File: config.mk
export PLATFORM = sky130hd
export DESIGN_NAME = scic_core
export DESIGN_NICKNAME = d
export VERILOG_FILES = /design/src/pkg/scic_pkg.sv /design/src/core/scic_fifo.sv /design/src/core/scic_core.sv
export VERILOG_INCLUDE_DIRS = /design/src /design/src/pkg
export SDC_FILE = /design/constraint.sdc
export NUM_CORES = 1
export LEC_CHECK = 0
export ABC_AREA = 1
export ABC_CLOCK_PERIOD_IN_PS = 7800
export BUFFER_PORTS_ARGS = -buffer_cell sky130_fd_sc_hd__buf_2
export CAP_MARGIN = 30
export CORE_ASPECT_RATIO = 0.8
export CORE_MARGIN = 1
export CORE_UTILIZATION = 40
export CTS_CLUSTER_SIZE = 28
export DETAILED_ROUTE_END_ITERATION = 10
export GPL_TIMING_DRIVEN = 0
export PLACE_DENSITY = 0.65
export SYNTH_ARGS = -nofsm -noshare
export SYNTH_HDL_FRONTEND = slang
export SYNTH_SLANG_ARGS = --single-unit
File: constraint.sdc
create_clock -name clock -period 7.8 [get_ports clock]
set_input_delay 1.17 -clock clock [delete_from_list [all_inputs] [get_ports clock]]
set_output_delay 1.17 -clock clock [all_outputs]
set_load 0.02 [all_outputs]
File: src/pkg/scic_defs.svh
/*
  Constants for the sync and clock input control block: reset values,
  configuration field positions, field widths and the fifo depth.
  Assumes inclusion by bare name from the package and the core files.
*/
`ifndef SCIC_DEFS_SVH
`define SCIC_DEFS_SVH

`define SCIC_HSYNC_POL_BIT       7
`define SCIC_CFG0F_RESET         8'h00
`define SCIC_EXT_CLAMP_RESET     1'h0
`define SCIC_CLAMP_POL_RESET     1'h1
`define SCIC_COAST_POL_RESET     1'h1
`define SCIC_EXT_CLK_SEL_RESET   1'h0
`define SCIC_CNT_WIDTH           8
`define SCIC_SAMPLE_WIDTH        8
`define SCIC_FIFO_DEPTH          16
`define SCIC_SAMPLE_PHASE_WIDTH  5

`endif

File: src/pkg/scic_pkg.sv
/*
  Types shared by the sync and clock input control block.
  Assumes scic_defs.svh is on the include path.
*/
`include "scic_defs.svh"

package scic_pkg;

  typedef struct packed {
    logic [`SCIC_SAMPLE_WIDTH-1:0] red;
    logic [`SCIC_SAMPLE_WIDTH-1:0] green;
    logic [`SCIC_SAMPLE_WIDTH-1:0] blue;
  } scic_pixel_type;

  typedef struct packed {
    scic_pixel_type pixel;
    logic           odd;
  } scic_sample_type;

  typedef struct packed {
    logic                                 external_clamp_enable;
    logic                                 clamp_strobe_polarity;
    logic                                 coast_polarity;
    logic                                 external_pixel_clock_select;
    logic [`SCIC_CNT_WIDTH-1:0]           clamp_delay;
    logic [`SCIC_CNT_WIDTH-1:0]           clamp_duration;
    logic [`SCIC_SAMPLE_PHASE_WIDTH-1:0]  sample_phase;
  } scic_config_type;

  typedef enum logic [1:0] {
    SCIC_CLAMP_IDLE,
    SCIC_CLAMP_DELAY,
    SCIC_CLAMP_ACTIVE
  } scic_clamp_state_type;

endpackage : scic_pkg

File: src/core/scic_fifo.sv
/*
  Synchronous FIFO with valid/ready on both sides; read data registered.
  Assumes one clock and a synchronous active-high reset.
*/
`timescale 1ns/1ps

module scic_fifo #(
  parameter int WIDTH = 25,
  parameter int DEPTH = 16
) (
  input  wire logic             clock,
  input  wire logic             reset,
  input  wire logic [WIDTH-1:0] in_data,
  input  wire logic             in_valid,
  output logic                  in_ready,
  output logic      [WIDTH-1:0] out_data,
  output logic                  out_valid,
  input  wire logic             out_ready
);
  localparam int AW = $clog2(DEPTH);

  logic [WIDTH-1:0] mem_q [DEPTH];
  logic [AW-1:0]    wr_q;
  logic [AW-1:0]    rd_q;
  logic [AW:0]      count_q;
  logic             push;
  logic             pop;
  logic             load;

  // out_data register acts as the head slot, so count includes it
  assign in_ready  = (count_q != (AW+1)'(DEPTH));
  assign push      = in_valid && in_ready;
  assign pop       = out_valid && out_ready;
  assign load      = (count_q > (AW+1)'(1)) || ((count_q == (AW+1)'(1)) && !out_valid);

  function automatic logic [AW-1:0] bump(input logic [AW-1:0] p);
    bump = (p == AW'(DEPTH-1)) ? '0 : p + AW'(1);
  endfunction : bump

  always_ff @(posedge clock)
  begin
    if (push)
    begin
      mem_q[wr_q] <= in_data;
    end
  end

  always_ff @(posedge clock)
  begin
    if (reset)
    begin
      wr_q <= '0;
    end
    else if (push)
    begin
      wr_q <= bump(wr_q);
    end
  end

  always_ff @(posedge clock)
  begin
    if (reset)
    begin
      count_q <= '0;
    end
    else
    begin
      count_q <= count_q + (AW+1)'(push) - (AW+1)'(pop);
    end
  end

  // head register refills from memory when empty or being drained
  always_ff @(posedge clock)
  begin
    if (reset)
    begin
      out_valid <= 1'b0;
      out_data  <= '0;
      rd_q      <= '0;
    end
    else if ((!out_valid || pop) && load)
    begin
      out_valid <= 1'b1;
      out_data  <= mem_q[rd_q];
      rd_q      <= bump(rd_q);
    end
    else if (pop)
    begin
      out_valid <= 1'b0;
    end
  end

endmodule : scic_fifo

File: src/core/scic_core.sv
/*
  Sync and clock input control: hsync leading-edge detection, clamp gating
  or internal clamp timing, coast qualification, pixel clock source select,
  sampling clock inversion and even/odd sample steering to ports A and B.
  Assumes all pins but the generated clock, the samples and port_ready reach this logic through the two-flop synchronisers here;
  the clock itself stands in for the pixel clock; configuration comes from
  a serial control block elsewhere.
*/
// Operation
// - hsync sense from bit 7 of 0Fh
// - only leading hsync edge is the reference; the internal clamp timer here counts from the trailing edge
// - polarity 0 falling, 1 rising leading edge
// - external clamp honoured only when enabled; resets 0
// - disabled: internal clamp delay then duration
// - clamp strobe level set by polarity bit
// - coast holds clock generator frequency and phase
// - coast sense from polarity bit; resets 1
// - select bit picks external pixel clock
// - phase adjustment stays active on external clock
// - invert input shifts sampling by half period
// - alternate frames sample odd then even pixels
// - even to port A, odd to port B
// - drive true and complementary data clocks
`timescale 1ns/1ps
`include "scic_defs.svh"

module scic_core #(
  parameter int CNT_WIDTH  = `SCIC_CNT_WIDTH,
  parameter int FIFO_DEPTH = `SCIC_FIFO_DEPTH
) (
  input  wire logic                                  clock,
  input  wire logic                                  reset,
  input  wire logic [7:0]                            config_0f,
  input  wire scic_pkg::scic_config_type             config_in,
  input  wire logic                                  hsync_in,
  input  wire logic                                  clamp_strobe_in,
  input  wire logic                                  coast_in,
  input  wire logic                                  external_pixel_clock_in,
  input  wire logic                                  generated_pixel_clock_in,
  input  wire logic                                  sampling_clock_invert,
  input  wire scic_pkg::scic_pixel_type              adc_sample,
  input  wire logic                                  adc_sample_valid,
  output logic                                       adc_sample_ready,
  output logic                                       hsync_leading,
  output logic                                       clamp_active,
  output logic                                       pll_hold,
  output logic                                       pixel_clock_source,
  output logic                                       sampling_clock_inverted,
  output logic [`SCIC_SAMPLE_PHASE_WIDTH-1:0]        sample_phase_out,
  output scic_pkg::scic_pixel_type                   port_a,
  output scic_pkg::scic_pixel_type                   port_b,
  output logic                                       output_data_strobe,
  output logic                                       output_data_strobe_n,
  input  wire logic                                  port_ready
);

  // the hsync, clamp strobe and coast pins share one qualification against their polarity bits
  function automatic logic asserted(input logic level, input logic active_high);
    asserted = active_high ? level : !level;
  endfunction : asserted

  // counters stop on one, not zero, so a window lasts exactly its count
  function automatic logic last_count(input logic [CNT_WIDTH-1:0] count);
    last_count = (count <= CNT_WIDTH'(1));
  endfunction : last_count

  // two-flop synchronisers for pins
  logic [4:0] pin_meta_q;
  logic [4:0] pin_sync_q;
  logic       hsync_s;
  logic       clamp_s;
  logic       coast_s;
  logic       external_pixel_clock_select_s;
  logic       invert_s;

  always_ff @(posedge clock)
  begin
    if (reset)
    begin
      // hsync flops start at the pin's idle level so no false edge follows reset
      pin_meta_q <= {!config_0f[`SCIC_HSYNC_POL_BIT], 4'h0};
      pin_sync_q <= {!config_0f[`SCIC_HSYNC_POL_BIT], 4'h0};
    end
    else
    begin
      pin_meta_q <= {hsync_in, clamp_strobe_in, coast_in, external_pixel_clock_in,
                     sampling_clock_invert};
      pin_sync_q <= pin_meta_q;
    end
  end

  assign {hsync_s, clamp_s, coast_s, external_pixel_clock_select_s, invert_s} = pin_sync_q;

  // normalise hsync so 1 means active
  logic hsync_act;
  logic hsync_act_q;
  logic hsync_trailing;

  // polarity is not synchronised: flipping it live can fake one edge
  assign hsync_act = asserted(hsync_s, config_0f[`SCIC_HSYNC_POL_BIT]);

  always_ff @(posedge clock)
  begin
    if (reset)
    begin
      hsync_act_q <= 1'b0;
    end
    else
    begin
      hsync_act_q <= hsync_act;
    end
  end

  assign hsync_trailing = hsync_act_q && !hsync_act;

  always_ff @(posedge clock)
  begin
    if (reset)
    begin
      hsync_leading <= 1'b0;
    end
    else
    begin
      hsync_leading <= hsync_act && !hsync_act_q;
    end
  end

  // internal clamp timer: delay then duration from hsync trailing edge
  scic_pkg::scic_clamp_state_type clamp_state_q;
  logic [CNT_WIDTH-1:0]           clamp_cnt_q;

  always_ff @(posedge clock)
  begin
    if (reset)
    begin
      clamp_state_q <= scic_pkg::SCIC_CLAMP_IDLE;
      clamp_cnt_q   <= '0;
    end
    else if (hsync_trailing)
    begin
      // restart on every trailing edge; zero delay goes straight to clamp
      clamp_state_q <= (config_in.clamp_delay == '0) ? scic_pkg::SCIC_CLAMP_ACTIVE
                                                     : scic_pkg::SCIC_CLAMP_DELAY;
      clamp_cnt_q   <= (config_in.clamp_delay == '0) ? CNT_WIDTH'(config_in.clamp_duration)
                                                     : CNT_WIDTH'(config_in.clamp_delay);
    end
    else
    begin
      unique case (clamp_state_q)
        scic_pkg::SCIC_CLAMP_IDLE:
        begin
          clamp_cnt_q <= '0;
        end
        scic_pkg::SCIC_CLAMP_DELAY:
        begin
          if (last_count(clamp_cnt_q))
          begin
            clamp_state_q <= scic_pkg::SCIC_CLAMP_ACTIVE;
            clamp_cnt_q   <= CNT_WIDTH'(config_in.clamp_duration);
          end
          else
          begin
            clamp_cnt_q <= clamp_cnt_q - CNT_WIDTH'(1);
          end
        end
        scic_pkg::SCIC_CLAMP_ACTIVE:
        begin
          if (last_count(clamp_cnt_q))
          begin
            clamp_state_q <= scic_pkg::SCIC_CLAMP_IDLE;
            clamp_cnt_q   <= '0;
          end
          else
          begin
            clamp_cnt_q <= clamp_cnt_q - CNT_WIDTH'(1);
          end
        end
        default:
        begin
          clamp_state_q <= scic_pkg::SCIC_CLAMP_IDLE;
        end
      endcase
    end
  end

  logic internal_clamp;
  logic external_clamp;

  // zero duration never opens the window
  assign internal_clamp = (clamp_state_q == scic_pkg::SCIC_CLAMP_ACTIVE)
                          && (clamp_cnt_q != '0);
  assign external_clamp = asserted(clamp_s, config_in.clamp_strobe_polarity);

  always_ff @(posedge clock)
  begin
    if (reset)
    begin
      clamp_active <= 1'b0;
    end
    else
    begin
      clamp_active <= config_in.external_clamp_enable ? external_clamp : internal_clamp;
    end
  end

  // coast and clock source selection
  always_ff @(posedge clock)
  begin
    if (reset)
    begin
      pll_hold                <= 1'b0;
      pixel_clock_source      <= 1'b0;
      sampling_clock_inverted <= 1'b0;
      sample_phase_out        <= '0;
    end
    else
    begin
      pll_hold                <= asserted(coast_s, config_in.coast_polarity);
      // level seen on the selected source; the clock mux itself sits in the analog
      pixel_clock_source      <= config_in.external_pixel_clock_select ? external_pixel_clock_select_s
                                                                       : generated_pixel_clock_in;
      sampling_clock_inverted <= invert_s;
      sample_phase_out        <= config_in.sample_phase;
    end
  end

  // sample steering through the fifo; parity flips with inversion, so
  // toggling it per frame captures the other half of the pixels
  logic                      even_odd_q;
  scic_pkg::scic_sample_type fifo_in;
  scic_pkg::scic_sample_type fifo_out;
  logic                      fifo_out_valid;
  logic                      fifo_out_ready;
  logic                      drain;

  always_ff @(posedge clock)
  begin
    if (reset || hsync_leading)
    begin
      even_odd_q <= 1'b0;
    end
    else if (adc_sample_valid && adc_sample_ready)
    begin
      even_odd_q <= !even_odd_q;
    end
  end

  assign fifo_in.pixel = adc_sample;
  assign fifo_in.odd   = even_odd_q ^ invert_s;

  scic_fifo #(
    .WIDTH ($bits(scic_pkg::scic_sample_type)),
    .DEPTH (FIFO_DEPTH)
  ) scic_fifo_i (
    .clock     (clock),
    .reset     (reset),
    .in_data   (fifo_in),
    .in_valid  (adc_sample_valid),
    .in_ready  (adc_sample_ready),
    .out_data  (fifo_out),
    .out_valid (fifo_out_valid),
    .out_ready (fifo_out_ready)
  );

  assign fifo_out_ready = port_ready;
  assign drain          = fifo_out_valid && fifo_out_ready;

  always_ff @(posedge clock)
  begin
    if (reset)
    begin
      port_a <= '0;
      port_b <= '0;
    end
    else if (drain)
    begin
      if (fifo_out.odd)
      begin
        port_b <= fifo_out.pixel;
      end
      else
      begin
        port_a <= fifo_out.pixel;
      end
    end
  end

  always_ff @(posedge clock)
  begin
    if (reset)
    begin
      output_data_strobe   <= 1'b0;
      output_data_strobe_n <= 1'b1;
    end
    else
    begin
      output_data_strobe   <= drain;
      output_data_strobe_n <= !drain;
    end
  end

endmodule : scic_core

# Word-level counts from Yosys, hierarchy flattened
# Memories as Yosys holds them, arrays and structs flattened. A register that Yosys moved wholly into a read port is not among the register bits.
# Cells that the tools add are included.
dict set report classes {
  n_addsub 5
  n_lt_le_gt_ge 2
  eq_ne 9
  n_mux 23
  n_bitwise 2
  n_reduce_logical 27
}
# op count
set ops {}
lappend ops {{two-way mux 8 bit} 4}
lappend ops {{one-hot mux 8 bit (3 select lines)} 1}
lappend ops {{two-way mux 5 bit} 2}
lappend ops {{zero test 1 bit} 9}
lappend ops {{two-way mux 1 bit} 9}
lappend ops {{adder 4 x 1 -> 4 bit (second input constant)} 2}
lappend ops {{== test 4 bit (second input constant)} 2}
lappend ops {{<= comparator 8 x 1 -> 1 bit (second input constant)} 1}
lappend ops {{zero test 8 bit} 1}
lappend ops {{two-way mux 2 bit} 4}
lappend ops {{two-way mux 4 bit} 2}
lappend ops {{nonzero test 8 bit} 1}
lappend ops {{subtractor 8 x 1 -> 8 bit (second input constant)} 1}
lappend ops {{logical AND 1 bit} 7}
lappend ops {{inequality test 3 bit (second input constant)} 2}
lappend ops {{one-hot mux 2 bit (3 select lines)} 1}
lappend ops {{adder 5 x 1 -> 5 bit} 1}
lappend ops {{== test 5 x 1 -> 1 bit (second input constant)} 1}
lappend ops {{greater-than comparator 5 x 1 -> 1 bit (second input constant)} 1}
lappend ops {{inequality test 5 bit (second input constant)} 1}
lappend ops {{subtractor 5 x 1 -> 5 bit} 1}
lappend ops {{AND reduction 2 bit} 2}
lappend ops {{nonzero test 4 bit} 1}
lappend ops {{logical OR 1 bit} 3}
lappend ops {{other kinds (8)} 8}
dict set report word_totals {
  regBits 96
  ram_bits 400
  in_bits 67
  elab_cells 95
  n_memories 1
}
# memory depth width rd rd_ports_with_merged_regs write_ports line_no
set memory_table {}
lappend memory_table {scic_fifo_i.mem_q 16 25 1 1 1 scic_fifo.sv:22} ;# logic [WIDTH-1:0] mem_q [DEPTH];

# Logic depth before layout (Yosys ltp)
# Gate-level depths: netlist of the first run.
dict set report depth {
  ltp_word 6
  mapped_depth 13
}

# Modules after synthesis
# A second synthesis of the first run with hierarchy kept.
dict set report hier_totals {
  hier_cells 2214
  hier_area_um2 22008.6
}
# mod instances cells_per_inst area_each_um2 seq_area_each_um2
set by_module_without_submodules {}
lappend by_module_without_submodules {scic_fifo 1 1746 18572.8 12792.3}
lappend by_module_without_submodules {scic_core 1 468 3435.8 1641.6}

# Least setup slack after synthesis of the first run
# No wires, ideal clock.
dict set report synth_path {
  path_kind {in2reg}
  from {input port port_ready}
  to {register scic_fifo_i.count_q[4]}
  setup_ns 0.120
  arrival_time_ns 2.979
  setup_slack_ns 4.701
  stages 11
  cell_sequence {nand2_1 clkinv_1 clkbuf_1 ha_1 inv_1 ha_1 fa_1 a21oi_1 o21bai_1 o21ai_0 a21oi_1}
}
dict set report synth_between {
  elab_chain_cells 2
}
# element line_no
set synth_lines {}
lappend synth_lines {{start: declaration} scic_core.sv:54} ;# input wire logic port_ready
lappend synth_lines {{logical AND 1 bit} --}
lappend synth_lines {{named net drain} scic_core.sv:234} ;# logic drain;
lappend synth_lines {{subtractor 5 x 1 -> 5 bit} scic_fifo.sv:68} ;# count_q <= count_q + (AW+1)'(push) - (AW+1)'(pop);
lappend synth_lines {{end signal: assignment} scic_fifo.sv:68}
lappend synth_lines {{end: declaration} scic_fifo.sv:25} ;# logic [AW:0] count_q;
# The timed path passes the listed nets, and every way through them passes these cells.
# A chain may end at the register's enable or synchronous reset.

# Worst setup path in the final report of the first run
dict set report layout_path {
  from {register scic_fifo_i.count_q[3]}
  to {register scic_fifo_i.count_q[4]}
}
dict set report layout_between {
  elab_chain_cells 4
}
# element line_no
set layout_lines {}
lappend layout_lines {{inequality test 5 bit} scic_fifo.sv:31} ;# assign in_ready = (count_q != (AW+1)'(DEPTH));
lappend layout_lines {{logical AND 1 bit} scic_fifo.sv:32} ;# assign push = in_valid && in_ready;
lappend layout_lines {{named net scic_fifo_i.push} scic_fifo.sv:26} ;# logic push;
lappend layout_lines {{adder 5 x 1 -> 5 bit} scic_fifo.sv:68}
lappend layout_lines {{subtractor 5 x 1 -> 5 bit} scic_fifo.sv:68}
# The timed path passes the listed nets, and every way through them passes these cells.

==> results of run 1 <==
## area by class of cell
cell class | count | area share
timing repair buffer | 123 | 0.0279
clock inverter | 22 | 0.0117
buffer | 108 | 0.0221
antenna | 1 | 0.000104
multi-input combinational | 1206 | 0.233
clock buffer | 68 | 0.0573
tap | 684 | 0.0355
inverter | 80 | 0.0125
sequential | 521 | 0.599
## logic make-up (layout without fill, tap and decap cells)
group | Yosys count | count (layout) | synth area share
simple gates | 831 | 831 | 0.160
buf+inv | 188 | 401 | 0.0401
other cells | 0 | 1 | 0
xor+xnor | 5 | 5 | 0.00211
compound gates | 350 | 350 | 0.0901
fa+ha+maj | 20 | 20 | 0.0124
flops | 521 | 521 | 0.695
## worst paths after layout
check	startpoint	to	slack [ns]	cells after the start
worst max-delay path	scic_fifo_i.count_q[3]	scic_fifo_i.count_q[4]	4.75	11
worst min-delay path	pin_meta_q[0]	pin_sync_q[0]	0.40	2
worst max register to register	scic_fifo_i.count_q[3]	scic_fifo_i.count_q[4]	4.75	11
worst min register to register	pin_meta_q[0]	pin_sync_q[0]	0.40	2
## worst register-to-register path, cell delays in order (launching register included)
cell and delay, ns:
dfxtp_1 0.31, inv_1 0.12, ha_1 0.20, nand4_1 0.24, nand2_1 0.34, clkinv_1 0.42
ha_1 0.39, fa_1 0.44, a21oi_1 0.18, o21bai_1 0.11, o21ai_0 0.15, a21oi_1 0.05
## per-stage QoR
step,setup WS [ns],hold WS (ns),power (mW)
after CTS,4.79,0.403,8.03
final,4.75,0.402,8.04
after global placement,3.39,0.394,5.52
after floorplan,4.70,0.388,4.71
after global routing,4.63,0.423,8.41
after detailed placement,4.20,0.394,5.58
## layer usage
metal / global-route usage / wire (um)
met1: 0.315 / 25400
met2: 0.329 / 25000
met3: 0.0434 / 5580
met4: 0.0517 / 1210
met5: 0 / 0
## layout by cell type (no fill, tap or decap), drive strengths merged
cell type / netlist / layout
edfxtp: 400 / 400
nor2: 397 / 397
nand2: 271 / 271
o21ai: 215 / 215
buf: 58 / 181
nand3: 158 / 158
dfxtp: 121 / 121
clkbuf: 50 / 118
a21oi: 89 / 89
inv: 76 / 77
o211ai: 43 / 43
ha: 19 / 19
clkinv: 4 / 14
bufinv: 0 / 6
xor2: 5 / 5
clkinvlp: 0 / 5
nor3: 2 / 2
nand4: 2 / 2
diode: 0 / 1
or2: 1 / 1
a221oi: 1 / 1
o21bai: 1 / 1
a31oi: 1 / 1
fa: 1 / 1
## report_power, final
part	switching, mW	internal (mW)	total (mW)
combinational	1.64	0.639	2.28
sequential	0.117	3.18	3.30
clock	1.03	1.44	2.47
## registers in the layout, summed over array words and instances (netlist names), 2 cells and up
signal / count
port_a: 24
scic_fifo_i.count_q: 5
sample_phase_out: 5
scic_fifo_i.mem_q: 400
scic_fifo_i.wr_q: 4
scic_fifo_i.rd_q: 4
pin_sync_q: 5
clamp_state_q: 2
port_b: 24
scic_fifo_i.out_data: 25
pin_meta_q: 5
clamp_cnt_q: 8
==> impl_metrics.yaml, run 1 <==
sta:
  min_period_over_period: 0.391
  fin_setup_tns_ns: 0
  max_slew_margin: 0.321
  finalClockSkew_ns: 0.0194
  tightest_slew_ns: 1.02
  slew_viol_final: 0
  fin_crit_ns: 3.05
  rsz0062_at_grt: "no"
  setup_viol: 0
  clock.fmax_ghz: 0.328
  hold_viol_final: 0
cts:
  cts_htree_levels: 2
  clockBufferDepth: 3
  cts_setup_buffers: 0
  cts_resized: 0
  numCtsBuffers: 48
  clk_pin_slew_ns: 0.07
  clock_latency_ns: 0.57
  cts_hold_buf: 0
  cts_tree: "done"
  clockRootBuffer: "clkbuf_16"
  clkSinkCount: 521
finish:
  fillCellCount: 4663
  area_growth_pct: 15.9
  register_area_sq_um: 14400
  final_area_sq_um: 24100
  multiInputGateArea_sq_um: 5620
  layout-drive-gt1-share: 0.124
  final_cells: 2813
  fin_util: 0.471
  fin_nets: 2175
global_route:
  grt_pass1_vias: 14300
  gr-total-overflow: 0
  grt_util_all_layers: 0.216
  antenna_found_initial: 1
  grt_start_max_net_pins: 26
  grt_first_pass_wirelength_mm: 86.1
critical_path:
  critical_path.top_delay_family: "adder cells"
  worstPathRequired_ns: 8.26
  crit_path_max_fanout: 10
  slowest_delay_ns: 0.44
  worstPathArrival_ns: 3.51
  critical_path_class: "flip-flop to flip-flop"
  start_kind: "flip-flop"
  cp_cell_sequence: "inv_1 > ha_1 > nand4_1 > nand2_1 > clkinv_1 > ha_1 > fa_1 > a21oi_1 > o21bai_1 > o21ai_0 > a21oi_1"
  cp-end-kind: "flip-flop"
  crit_buf_inv: 2
  critPathSlowestCell: "fa_1"
placement:
  hpwlAfterDp_mm: 39.4
  portBuffers: 119
  dpl-instance-area_sq_um: 22400
  gp_congestion: 0.915
  dp_cells: 2720
yosys:
  synth_nets: 2002
  yosysSeqAreaShare: 0.695
  synth_flop_cell: "edfxtp_1"
  synth.top_cell.area_share: 0.578
  synth_cells: 1915
  mappedNetlistArea_sq_um: 20800
  ys_top_cells_by_area: "edfxtp_1 58%, dfxtp_1 12%, nor2_1 7.2%"
  post-synth-top-count-cell: "edfxtp_1"
  ys_ff_latch: 521
  async_flop_share: 0
  yosysWarnings: 0
  yosys-top-cells-count: "400 x edfxtp_1, 397 x nor2_1, 270 x nand2_1"
  ys_types: 28
  synth_top_area_cell: "edfxtp_1"
  syn_avg_cell_area_sq_um: 10.8
  synth_edf_count: 400
die:
  die-area_sq_um: 52800
  row_count: 74
  initial_core_util: 0.406
  dieWidth_um: 257
  die_h_um: 206
  coreArea_sq_um: 51100
  num_io_pins: 128
route:
  first_iter_violations: 1955
  dr.pass1.iters: 5
  vias: 15100
  wl_mm: 57.2
  drtAntennaViolNets: 0
  route.detailed.drc: 0
  avgViaCountPerCell: 5.36
  routedWlPerCell_um: 20.3
flow_run:
  cap_viol_max_count: 0
min_path:
  hold_path_class: "flip-flop to flip-flop"
power:
  p_leak_nw: 8.85
  vdd_drop_max_mv: 0.212
  power_density_nw_per_um2: 334
status:
  outcome: "finished clean"
No activity file was read; power rests on OpenSTA's default activity.
==> run 2: changes to the inputs <==
- ABC_CLOCK_PERIOD_IN_PS: 7800 -> 2600
- PLACE_DENSITY: 0.65 -> 0.68
- clock period: 7.8 -> 2.6 ns (I/O delays scaled with it)
==> run 2 against run 1 <==
  * Final area is 0.28% higher
  * Wire length increased by 3.5%
  * First-iteration DRC count grew 15%
  * Via count rose by 2.0%
  * Utilization up 0.13 points
==> impl_metrics.yaml, run 2 (same netlist as run 1, synthesis figures left out) <==
status:
  outcome: "finished clean"
finish:
  reg_top3: "scic_fifo_i.mem_q x400, scic_fifo_i.out_data x25"
  fin_nets: 2193
  final_cells: 2825
  largest_register_ffs: 400
  multiInputGateArea_sq_um: 5690
  final_area_sq_um: 24100
  fillCellCount: 4617
  fin_util: 0.472
  area_growth_pct: 16.3
  mostFrequentLayoutCells: "400 x edfxtp_1, 381 x nor2_1, 267 x nand2_1, 186 x o21ai_0, 158 x nand3_1"
  layout-drive-gt1-share: 0.129
  top_register: "scic_fifo_i.mem_q"
  final_common_cell: "edfxtp_1"
  register_area_sq_um: 14400
cts:
  clk_pin_slew_ns: 0.06
  clock_latency_ns: 0.57
  clockBufferDepth: 3
  cts_tree: "done"
  cts_htree_levels: 2
  numCtsBuffers: 48
  clockRootBuffer: "clkbuf_16"
  clkSinkCount: 521
sta:
  hold_viol_final: 0
  fin_setup_tns_ns: 0
  rsz0062_at_grt: "no"
  fin_crit_ns: 2.46
  worst_slack_ns: 0.145
  tightest_slew_ns: 1.05
  clock.fmax_ghz: 0.407
  whs_ns: 0.0235
  slew_viol_final: 0
  max_slew_margin: 0.300
  finalClockSkew_ns: 0.0268
  min_period_over_period: 0.944
  setup_viol: 0
route:
  wl_mm: 59.2
  drtAntennaViolNets: 0
  route.detailed.drc: 0
  routedWlPerCell_um: 21.0
  dr.pass1.iters: 5
  avgViaCountPerCell: 5.44
  vias: 15400
  first_iter_violations: 2240
critical_path:
  worstPathArrival_ns: 2.90
  worstPathRequired_ns: 3.05
  start_kind: "flip-flop"
  cp-end-kind: "flip-flop"
  crit_path_max_fanout: 10
  critical_path_class: "flip-flop to flip-flop"
power:
  p_sw_mw: 8.32
  power_density_nw_per_um2: 979
  vdd_drop_max_mv: 0.709
  p_leak_nw: 8.87
  p_int_mw: 15.3
  power.total_mw: 23.6
  swShare: 0.352
  power_frac_seq: 0.419
  clkPwrFrac: 0.289
  comb_power_share: 0.292
placement:
  hpwlAfterDp_mm: 39.3
  dp_slack_ns: -0.354
  portBuffers: 119
  dpl-instance-area_sq_um: 22400
  dp_cells: 2722
  gp_congestion: 0.877
global_route:
  grt_pass1_vias: 14400
  grt_start_max_net_pins: 26
  gr-total-overflow: 0
  grt_first_pass_wirelength_mm: 87.8
  antenna_found_initial: 2
  grt_util_all_layers: 0.221
flow_run:
  cap_viol_max_count: 0
die:
  die-area_sq_um: 52800
  dieWidth_um: 257
  num_io_pins: 128
  die_h_um: 206
  initial_core_util: 0.406
  row_count: 74
  coreArea_sq_um: 51100
min_path:
  hold_path_class: "primary input to flip-flop"
==> run 2: critical path, cell delays in order (launching register included) <==
cell	delay, ns
dfxtp_1	0.32
inv_1	0.11
ha_1	0.19
nand4_1	0.21
nand2_4	0.17
clkinv_4	0.12
ha_1	0.26
fa_1	0.46
a21oi_1	0.18
o21bai_1	0.11
o21ai_1	0.15
a21oi_1	0.06
==> run 2: power groups by stage <==
stage	combinational [mW]	clock (mW)	sequential, mW
3_3_place_gp	6.45	0	10.1
4_1_cts	6.74	6.84	9.89
3_5_place_dp	6.65	0	10.1
2_1_floorplan	4.08	0	10.1
6_report	6.91	6.82	9.90
5_1_grt	7.56	7.16	9.94
==> run 2: repair_timing <==
item,in CTS,in global routing
endpoints found under the setup margin,320,1
pin swaps,10,1
hold buffers,0,0
setup buffers,9,3
resized for setup,12,3
gates cloned,5,0
==> run 2: worst paths after layout <==
check                          from                     end  slack (ns)  cells past startpoint
min                    config_in[3]     sample_phase_out[3]        0.02                      3
max          scic_fifo_i.count_q[2]  scic_fifo_i.count_q[4]        0.14                     11
max reg2reg  scic_fifo_i.count_q[2]  scic_fifo_i.count_q[4]        0.14                     11
min reg2reg           pin_meta_q[2]           pin_sync_q[2]        0.41                      2
==> run 2: area by class of cell <==
| cell class | instances | share of cell area |
|---|---|---|
| inverters | 80 | 0.0128 |
| plain buffers | 108 | 0.0221 |
| multi-input cells | 1211 | 0.236 |
| diodes | 2 | 0.000207 |
| clock buffers | 63 | 0.0542 |
| flip-flops and latches | 521 | 0.598 |
| clock inverters | 20 | 0.00689 |
| repair buffers | 136 | 0.0349 |
| well taps | 684 | 0.0354 |
==> run 2: per-layer routing <==
layer,global-route usage,part of all wire,vias to the layer above
met5,0,0,-
met4,0.0606,0.023,0
met3,0.0471,0.11,108
met2,0.332,0.44,814
met1,0.321,0.43,7450
li1,-,-,6995
==> run 3: changes to the inputs <==
- CORE_UTILIZATION: 40 -> 55
- PLACE_DENSITY: 0.68 -> 0.85
- RECOVER_POWER: unset -> 50
==> run 3 against run 2 <==
  * Setup slack got worse by 0.074 ns
  * Sequential cell count unchanged
  * Sequential share of layout area increased by 1.7 points
  * Largest power group unchanged
  * Maximum frequency decreased by 2.9%
  * Via count increased by 3.7%
  * Largest cell class unchanged
  * Cell count decreased by 7.7%
==> impl_metrics.yaml, run 3 (same netlist as run 1, synthesis figures left out) <==
sta:
  hold_viol_final: 0
  max_slew_margin: 0.309
  setup_viol: 0
  rsz0062_at_grt: "no"
  min_period_over_period: 0.973
  finalClockSkew_ns: 0.0280
  slew_viol_final: 0
  tightest_slew_ns: 1.03
  clock.fmax_ghz: 0.395
  fin_crit_ns: 2.53
power:
  p_leak_nw: 8.44
  comb_power_share: 0.302
  power_frac_seq: 0.424
  vdd_drop_max_mv: 0.682
  clkPwrFrac: 0.274
  swShare: 0.362
  p_sw_mw: 8.44
  p_int_mw: 14.9
  power_density_nw_per_um2: 995
cts:
  clkSinkCount: 521
  cts_htree_levels: 2
  clock_latency_ns: 0.59
  cts_tree: "done"
  clk_pin_slew_ns: 0.07
  clockRootBuffer: "clkbuf_16"
  clockBufferDepth: 3
  numCtsBuffers: 46
finish:
  area_growth_pct: 13.0
  largest_register_ffs: 400
  fin_nets: 2174
  top_register: "scic_fifo_i.mem_q"
  layout-drive-gt1-share: 0.0816
  final_area_sq_um: 23500
  final_common_cell: "edfxtp_1"
  mostFrequentLayoutCells: "400 x edfxtp_1, 381 x nor2_1, 266 x nand2_1, 187 x o21ai_0, 157 x nand3_1"
  reg_top3: "scic_fifo_i.mem_q x400, scic_fifo_i.out_data x25"
  final_cells: 2608
route:
  dr.pass1.iters: 7
  routedWlPerCell_um: 22.3
  first_iter_violations: 2577
  route.detailed.drc: 0
  wl_mm: 58.2
  vias: 15900
  avgViaCountPerCell: 6.11
  drtAntennaViolNets: 0
critical_path:
  critical_path_class: "flip-flop to flip-flop"
  crit_path_max_fanout: 10
  regToRegEndpoint: "scic_fifo_i.count_q[4]"
  crit_start: "scic_fifo_i.count_q[2]"
  reg2reg_depth: 11
  r2r_slack_ns: 0.07
  start_kind: "flip-flop"
  setup.worst_path.end: "scic_fifo_i.count_q[4]"
  cp-end-kind: "flip-flop"
  r2r_start: "scic_fifo_i.count_q[2]"
  worstPathArrival_ns: 2.99
  worstPathRequired_ns: 3.06
placement:
  dpl-instance-area_sq_um: 22100
  hpwlAfterDp_mm: 38.2
  gp_congestion: 0.925
  dp_cells: 2523
  portBuffers: 119
die:
  initial_core_util: 0.559
  row_count: 63
  dieWidth_um: 219
  num_io_pins: 128
  die-area_sq_um: 38500
  die_h_um: 176
  coreArea_sq_um: 37100
min_path:
  hold_path_class: "primary input to flip-flop"
global_route:
  grt_pass1_vias: 15100
  grt_start_max_net_pins: 26
  antenna_found_initial: 1
  gr-total-overflow: 0
  grt_util_all_layers: 0.302
  grt_first_pass_wirelength_mm: 86.9
flow_run:
  cap_viol_max_count: 0
status:
  outcome: "finished clean"
[run 3: changes by cell type in the layout (fill, tap and decap cells not counted), sizes merged]
| cell | delta |
|---|---|
| buf | -100 |
| clkbuf | +88 |
| nor2 | -5 |
| clkinvlp | -4 |
| bufinv | -3 |
| clkinv | +2 |
| inv | +2 |
| diode | -1 |
| dlygate4sd3 | +1 |
[run 3: worst min path at each step]
stage / end / slack (ns) / cells past startpoint / start
2_1_floorplan: pin_sync_q[0] / 0.39 / 2 / pin_meta_q[0]
3_3_place_gp: pin_sync_q[3] / 0.39 / 2 / pin_meta_q[3]
3_5_place_dp: pin_sync_q[3] / 0.40 / 2 / pin_meta_q[3]
4_1_cts: sample_phase_out[0] / 0.01 / 3 / config_in[0]
5_1_grt: sample_phase_out[0] / 0.02 / 3 / config_in[0]
6_report: sample_phase_out[0] / 0.02 / 3 / config_in[0]
[run 3: critical path: stages, from the launching register on]
cell      delay, ns
dfxtp_1        0.32
inv_1          0.11
ha_1           0.17
nand4_1        0.24
nand2_4        0.18
clkinv_4       0.12
ha_1           0.27
fa_1           0.45
a21oi_1        0.21
o21bai_1       0.12
o21ai_0        0.17
a21oi_1        0.05
[run 3: area by class of cell]
class / instances / area (sq um)
fillers: 2680 / 13700
inverters: 80 / 307
multi-input cells: 1206 / 5640
repair buffers: 125 / 576
plain buffers: 107 / 527
clock inverters: 17 / 75.1
well taps: 487 / 609
clock buffers: 64 / 1290
flip-flops and latches: 521 / 14400
diodes: 1 / 2.50
[run 3: power groups by stage]
stage          Sequential (mW)  Clock, mW  Combinational (mW)
2_1_floorplan             10.1          0                4.08
3_3_place_gp              10.0          0                6.25
3_5_place_dp              10.0          0                6.61
4_1_cts                   9.88       6.38                6.74
5_1_grt                   9.93       6.69                7.50
6_report                  9.91       6.40                7.04
[run 3: metrics by stage]
step / util / setup TNS, ns / setup WS, ns / hold slack [ns] / power [mW]
2_1_floorplan: - / -40.33 / -0.127 / 0.388 / 14.1
3_3_place_gp: 0.592 / -440.90 / -1.28 / 0.393 / 16.3
3_5_place_dp: 0.596 / -66.82 / -0.279 / 0.395 / 16.7
4_1_cts: 0.634 / 0 / 0.0450 / 0.00970 / 23.0
5_1_grt: 0.632 / 0 / 0.0152 / 0.0240 / 24.1
6_report: 0.632 / 0 / 0.0704 / 0.0164 / 23.3
[run 3: repair_timing]
| action | 4_1_cts | 5_1_grt |
|---|---|---|
| pin swaps | 1 | 1 |
| hold buffers | 1 | 0 |
| setup endpoints to repair | 366 | 163 |
| gates resized for setup | 10 | 1 |
| buffers inserted | 0 | 1 |
| endpoints found under the hold margin | 1 | 0 |
[run 3: layer usage]
layer / global-route usage / vias to the layer above / routed length, um / part of all wire
met5: 0 / - / 0 / 0
met4: 0.123 / 0 / 2470 / 0.042
met3: 0.0734 / 223 / 8390 / 0.14
met2: 0.462 / 1286 / 25800 / 0.44
met1: 0.417 / 7470 / 21500 / 0.37
li1: - / 6950 / - / -
